File: config.mk
export PLATFORM = sky130hd
export DESIGN_NAME = decode_table_flat
export DESIGN_NICKNAME = d
export VERILOG_FILES = /design/src/verilog/iilm_pkg.sv /design/src/verilog/decode_if.sv /design/src/verilog/decode_table.sv /design/src/flat_wrapper.sv
export SDC_FILE = /design/constraint.sdc
export NUM_CORES = 1
export LEC_CHECK = 0
export CORE_AREA = 2 2 39 41
export DETAILED_ROUTE_END_ITERATION = 16
export DIE_AREA = 0 0 41 43
export DONT_BUFFER_PORTS = 1
export GPL_TIMING_DRIVEN = 0
export SETUP_SLACK_MARGIN = 0.05
export SYNTH_ARGS = -nofsm -noshare
export SYNTH_HDL_FRONTEND = slang
export SYNTH_SLANG_ARGS = --single-unit
File: constraint.sdc
create_clock -name vclk -period 2
set_input_delay 0.4 -clock vclk [all_inputs]
set_output_delay 0.4 -clock vclk [all_outputs]
set_load 0.01 [all_outputs]
File: src/verilog/iilm_pkg.sv
// Shared constants and types for the integer issue latency model
`default_nettype none
package iilm_pkg;

    // Instruction forms presented by the front end
    typedef enum logic [4:0] {
        FORM_MUL8_REG = 5'h00,
        FORM_MUL16_REG = 5'h01,
        FORM_MUL32_REG = 5'h02,
        FORM_MUL64_REG = 5'h03,
        FORM_MUL8_MEM = 5'h04,
        FORM_MUL16_MEM1 = 5'h05,
        FORM_MUL16_MEM2 = 5'h06,
        FORM_MUL32_MEM = 5'h07,
        FORM_MUL64_MEM1 = 5'h08,
        FORM_MUL64_MEM2 = 5'h09,
        FORM_LEA2 = 5'h0a,
        FORM_LEA3 = 5'h0b,
        FORM_JMP_FAR = 5'h0c,
        FORM_LWP = 5'h0d,
        FORM_ALU_REG = 5'h0e,
        FORM_ALU_MEM = 5'h0f,
        FORM_FLAGS_LOAD = 5'h10,
        FORM_LZCNT_MEM = 5'h11
    } form_e;

    // Decode classes
    typedef enum logic [1:0] {
        DEC_SINGLE = 2'h0,
        DEC_DOUBLE = 2'h1,
        DEC_MICRO = 2'h2
    } decode_e;

    // Pipe classes chosen by the table
    typedef enum logic [1:0] {
        PC_EITHER_INT = 2'h0,
        PC_INT_B = 2'h1,
        PC_AGEN_INT = 2'h2,
        PC_SEQ = 2'h3
    } pipe_class_e;

    // Hold stage states
    typedef enum logic [1:0] {
        HOLD_EMPTY = 2'b01,
        HOLD_FULL = 2'b10
    } hold_e;

    // Pipe mask bits
    localparam logic [3:0] PIPE_INT_A = 4'h1;
    localparam logic [3:0] PIPE_INT_B = 4'h2;
    localparam logic [3:0] PIPE_AGEN_A = 4'h4;
    localparam logic [3:0] PIPE_AGEN_B = 4'h8;
    localparam logic [3:0] PIPE_NONE = 4'h0;

    // Latencies and repeat intervals in core clock cycles
    localparam logic [3:0] LAT_NONE = 4'h0;
    localparam logic [3:0] LAT_ONE = 4'h1;
    localparam logic [3:0] LAT_LEA3 = 4'h2;
    localparam logic [3:0] LAT_MUL_REG = 4'h4;
    localparam logic [3:0] LAT_MUL64_REG = 4'h6;
    localparam logic [3:0] LAT_MUL_MEM = 4'h8;
    localparam logic [3:0] LAT_MUL64_MEM = 4'ha;
    localparam logic [3:0] LAT_ALU_MEM = 4'h5;
    localparam logic [3:0] LAT_FLAGS_LOAD = 4'h4;
    localparam logic [3:0] LAT_LZCNT_MEM = 4'h6;
    localparam logic [3:0] REP_MUL = 4'h2;
    localparam logic [3:0] REP_MUL64 = 4'h4;

    // Reset values
    localparam logic [3:0] COUNT_RESET = 4'h0;
    localparam logic [1:0] RST_SYNC_RESET = 2'h0;

    // Register file size
    localparam int NUM_REGS = 16;

endpackage
`default_nettype wire

File: src/verilog/decode_if.sv
// Carrier between the issue logic and the decode attribute table
`timescale 1ns/1ns
`default_nettype none
interface decode_if;
    iilm_pkg::form_e form;
    iilm_pkg::decode_e decodeType;
    iilm_pkg::pipe_class_e pipeClass;
    logic [3:0] latency;
    logic [3:0] repeatGap;
    logic isMul;

    modport table_side (input form, output decodeType, pipeClass, latency, repeatGap, isMul);
    modport user_side (output form, input decodeType, pipeClass, latency, repeatGap, isMul);
endinterface
`default_nettype wire

File: src/verilog/decode_table.sv
// Attribute table: decode class, pipe class, latency and repeat per form
`timescale 1ns/1ns
`default_nettype none
module decode_table (
    // Lookup
    decode_if.table_side dec
);
    always_comb begin
        dec.decodeType = iilm_pkg::DEC_SINGLE;
        dec.pipeClass = iilm_pkg::PC_INT_B;
        dec.latency = iilm_pkg::LAT_NONE;
        dec.repeatGap = iilm_pkg::LAT_NONE;
        dec.isMul = 1'b1;
        unique case (dec.form)
            iilm_pkg::FORM_MUL8_REG, iilm_pkg::FORM_MUL32_REG: begin
                dec.latency = iilm_pkg::LAT_MUL_REG;
                dec.repeatGap = iilm_pkg::REP_MUL;
            end
            iilm_pkg::FORM_MUL16_REG: begin
                dec.decodeType = iilm_pkg::DEC_DOUBLE;
                dec.latency = iilm_pkg::LAT_MUL_REG;
                dec.repeatGap = iilm_pkg::REP_MUL;
            end
            iilm_pkg::FORM_MUL64_REG: begin
                dec.latency = iilm_pkg::LAT_MUL64_REG;
                dec.repeatGap = iilm_pkg::REP_MUL64;
            end
            iilm_pkg::FORM_MUL8_MEM, iilm_pkg::FORM_MUL16_MEM1, iilm_pkg::FORM_MUL32_MEM: begin
                dec.latency = iilm_pkg::LAT_MUL_MEM;
                dec.repeatGap = iilm_pkg::REP_MUL;
            end
            iilm_pkg::FORM_MUL16_MEM2: begin
                dec.decodeType = iilm_pkg::DEC_DOUBLE;
                dec.latency = iilm_pkg::LAT_MUL_MEM;
                dec.repeatGap = iilm_pkg::REP_MUL;
            end
            iilm_pkg::FORM_MUL64_MEM1: begin
                dec.latency = iilm_pkg::LAT_MUL_MEM;
                dec.repeatGap = iilm_pkg::REP_MUL64;
            end
            iilm_pkg::FORM_MUL64_MEM2: begin
                dec.latency = iilm_pkg::LAT_MUL64_MEM;
                dec.repeatGap = iilm_pkg::REP_MUL64;
            end
            iilm_pkg::FORM_LEA2, iilm_pkg::FORM_ALU_REG: begin
                dec.isMul = 1'b0;
                dec.pipeClass = iilm_pkg::PC_EITHER_INT;
                dec.latency = iilm_pkg::LAT_ONE;
            end
            iilm_pkg::FORM_LEA3: begin
                dec.isMul = 1'b0;
                dec.decodeType = iilm_pkg::DEC_DOUBLE;
                dec.pipeClass = iilm_pkg::PC_AGEN_INT;
                dec.latency = iilm_pkg::LAT_LEA3;
            end
            iilm_pkg::FORM_ALU_MEM: begin
                dec.isMul = 1'b0;
                dec.pipeClass = iilm_pkg::PC_EITHER_INT;
                dec.latency = iilm_pkg::LAT_ALU_MEM;
            end
            iilm_pkg::FORM_FLAGS_LOAD: begin
                dec.isMul = 1'b0;
                dec.pipeClass = iilm_pkg::PC_EITHER_INT;
                dec.latency = iilm_pkg::LAT_FLAGS_LOAD;
            end
            iilm_pkg::FORM_LZCNT_MEM: begin
                dec.isMul = 1'b0;
                dec.decodeType = iilm_pkg::DEC_DOUBLE;
                dec.pipeClass = iilm_pkg::PC_EITHER_INT;
                dec.latency = iilm_pkg::LAT_LZCNT_MEM;
            end
            // Far jumps, profiling inserts and unknown codes go to the sequencer
            default: begin
                dec.isMul = 1'b0;
                dec.decodeType = iilm_pkg::DEC_MICRO;
                dec.pipeClass = iilm_pkg::PC_SEQ;
            end
        endcase
    end
endmodule
`default_nettype wire

File: src/flat_wrapper.sv
// flat-port wrapper written by rule: the top's interface ports become plain ports
module decode_table_flat 
  (dec_form, dec_decodeType, dec_pipeClass, dec_latency, dec_repeatGap, dec_isMul);
  decode_if dec_i ();
  input wire logic [$bits(dec_i.form)-1:0] dec_form;
  output wire logic [$bits(dec_i.decodeType)-1:0] dec_decodeType;
  output wire logic [$bits(dec_i.pipeClass)-1:0] dec_pipeClass;
  output wire logic [$bits(dec_i.latency)-1:0] dec_latency;
  output wire logic [$bits(dec_i.repeatGap)-1:0] dec_repeatGap;
  output wire logic [$bits(dec_i.isMul)-1:0] dec_isMul;
  assign dec_i.form = dec_form;
  assign dec_decodeType = dec_i.decodeType;
  assign dec_pipeClass = dec_i.pipeClass;
  assign dec_latency = dec_i.latency;
  assign dec_repeatGap = dec_i.repeatGap;
  assign dec_isMul = dec_i.isMul;
  decode_table u_core (.dec(dec_i));
endmodule
==> impl_metrics.toml <==
[die]
die_h_um = 43
die_w_um = 41
core_um2 = 1384
dieArea_um2 = 1763
io_pins = 18
initial_core_util_pct = 14.74
rows = 14

[clocking]
post-cts-setup-buffers = 0
cts_resized = 0
holdBufCountCts = 0

[place]
dpl-instance-area_um2 = 227.7
post-dp-hpwl_um = 500.3
io_buffers = 0
place_congestion = 0.7220

[setup_path]
path_max_fanout = 10
crit_family = "compound AO/OA/AOI/OAI gates"
cp-end-kind = "output port"
path_class = "in2out"
worst-endpoint-arrival_ns = 1.19
required_ns = 1.60
crit_end = "dec_decodeType[0]"
crit_cells = 3
worst_setup_path_start_kind = "input port"
cp_slowest_stage_delay_ns = 0.64
startpoint = "dec_form[1]"
path_cells = "buf_6 -> inv_1 -> o41ai_1"
cpMaxStageDelayCell = "o41ai_1"
cp_num_buf_inv = 2

[pwr]
pwr_density_cell_nw_per_um2 = 199.6
peakVddDrop_v = 0.00004017
p_leak_nw = 0.09995

[cells_and_area]
areaGrowthSynthToFinish_pct = 11.66
n_clock_buffer = 0
num_antenna_cells = 0
n_sequential_cell = 0
regArea_um2 = 0
nets = 43
fill_cells = 158
drive_above_1_share_pct = 13.89
multi_input_comb_area_um2 = 168.9
final_area_um2 = 227.7
final_cell_mix = "nor2_1, o21ai_0, nand2_1, a21oi_1"
final_common_cell = "nor2_1"

[timing]
slew_headroom_pct = 57.03
setup_violations = 0
tightestPinTransition_ns = 0.6362
finalHoldViolations = 0
slew_violations = 0
timing.fmax_mhz = 629.1
rsz0062_at_grt = "no"
period_minus_slack_ns = 1.590
finalCritPeriodShare_pct = 79.48
finalSetupTns_ns = 0

[min_path]
holdPathStages = 1
min_from = "dec_form[3]"
hp-class = "in2out"

[yosys]
postSynthAreaPerCell_um2 = 5.827
syn_inst = 35
synth_area_leaders = "nor2_1, a21oi_1, o21ai_0"
ys_types = 22
syn-cell-area_um2 = 203.9
synth_top_cell_by_area = "nor2_1"
seq_area_frac_synth_pct = 0
yosys_warnings = 0
synth_top_area_share_pct = 9.202

[detailed_routing]
initialDrtViolationCount = 4
vias = 240
vias_per_cell = 4.615
drc = 0
wl_per_cell_um = 11.62
ant_nets = 0
drt_first_pass_iters = 3
routed_wl_um = 604

[global_routing]
antenna_found_initial = 0
track_usage_pct = 5.994
grt_pass1_wl_um = 807
grt_pass1_vias = 188
grt-ovfl-total = 0
grt_max_degree = 11

[run_status]
status = "complete, no violations"

[run]
cap_viol_max_count = 0
cells in the mapped netlist, drive strengths merged:
master and number:
nand2b 1, nor3 1, and3b 1, a31oi 1, a211oi 1, buf 4
o21ai 3, and2b 1, o211ai 1, inv 2, conb 1, nor2 5
and3 1, or3 1, a32o 1, a21oi 3, o41ai 1, nand2 3
nor2b 3
layout make-up:
class,instances,share of cell area (%)
plain buffers,4,13.74
inverters,2,3.297
multi-input cells,30,74.18
well taps,16,8.791
worst min-delay path by stage:
stage	endpoint	slack, ns
after global routing	dec_repeatGap[1]	0.86
final	dec_repeatGap[1]	0.86
after global placement	dec_repeatGap[1]	0.86
after CTS	dec_repeatGap[1]	0.86
after detailed placement	dec_repeatGap[1]	0.86
after floorplan	dec_repeatGap[1]	0.85
per-stage QoR:
| stage | utilization (%) | setup slack [ns] | power, mW | hold slack, ns | std cells |
|---|---|---|---|---|---|
| 2_1_floorplan | - | 0.5169 | 0.03966 | 0.8463 | 36 |
| 3_3_place_gp | 16.46 | 0.4190 | 0.04499 | 0.8565 | 52 |
| 3_5_place_dp | 16.46 | 0.4141 | 0.04552 | 0.8576 | 52 |
| 4_1_cts | 16.46 | 0.4034 | 0.04579 | 0.8580 | 52 |
| 5_1_grt | 16.46 | 0.3597 | 0.04999 | 0.8561 | 52 |
| 6_report | 16.46 | 0.4105 | 0.04545 | 0.8559 | 52 |
logic make-up after synthesis:
group           after synthesis  share of synthesized area (%)
compound gates               11                          34.36
buf+inv                       6                          19.01
other cells                   1                          1.839
simple gates                 17                          44.79
metal layers:
metal / part of all wire (%) / up-vias / track usage (%)
met3: 15 / 0 / 3.141
met4: 0 / 0 / 0
met5: 0 / - / 0
li1: - / 125 / -
met1: 43 / 103 / 7.278
met2: 42 / 12 / 9.688
power by group:
group          internal, mW  leakage [nW]  switching, mW  total [mW]
Sequential                0             0              0           0
Combinational        0.0172        0.0999         0.0282      0.0454
Clock                     0             0              0           0
Total                0.0172        0.0999         0.0282      0.0454
No activity file was read; power rests on OpenSTA's default activity.
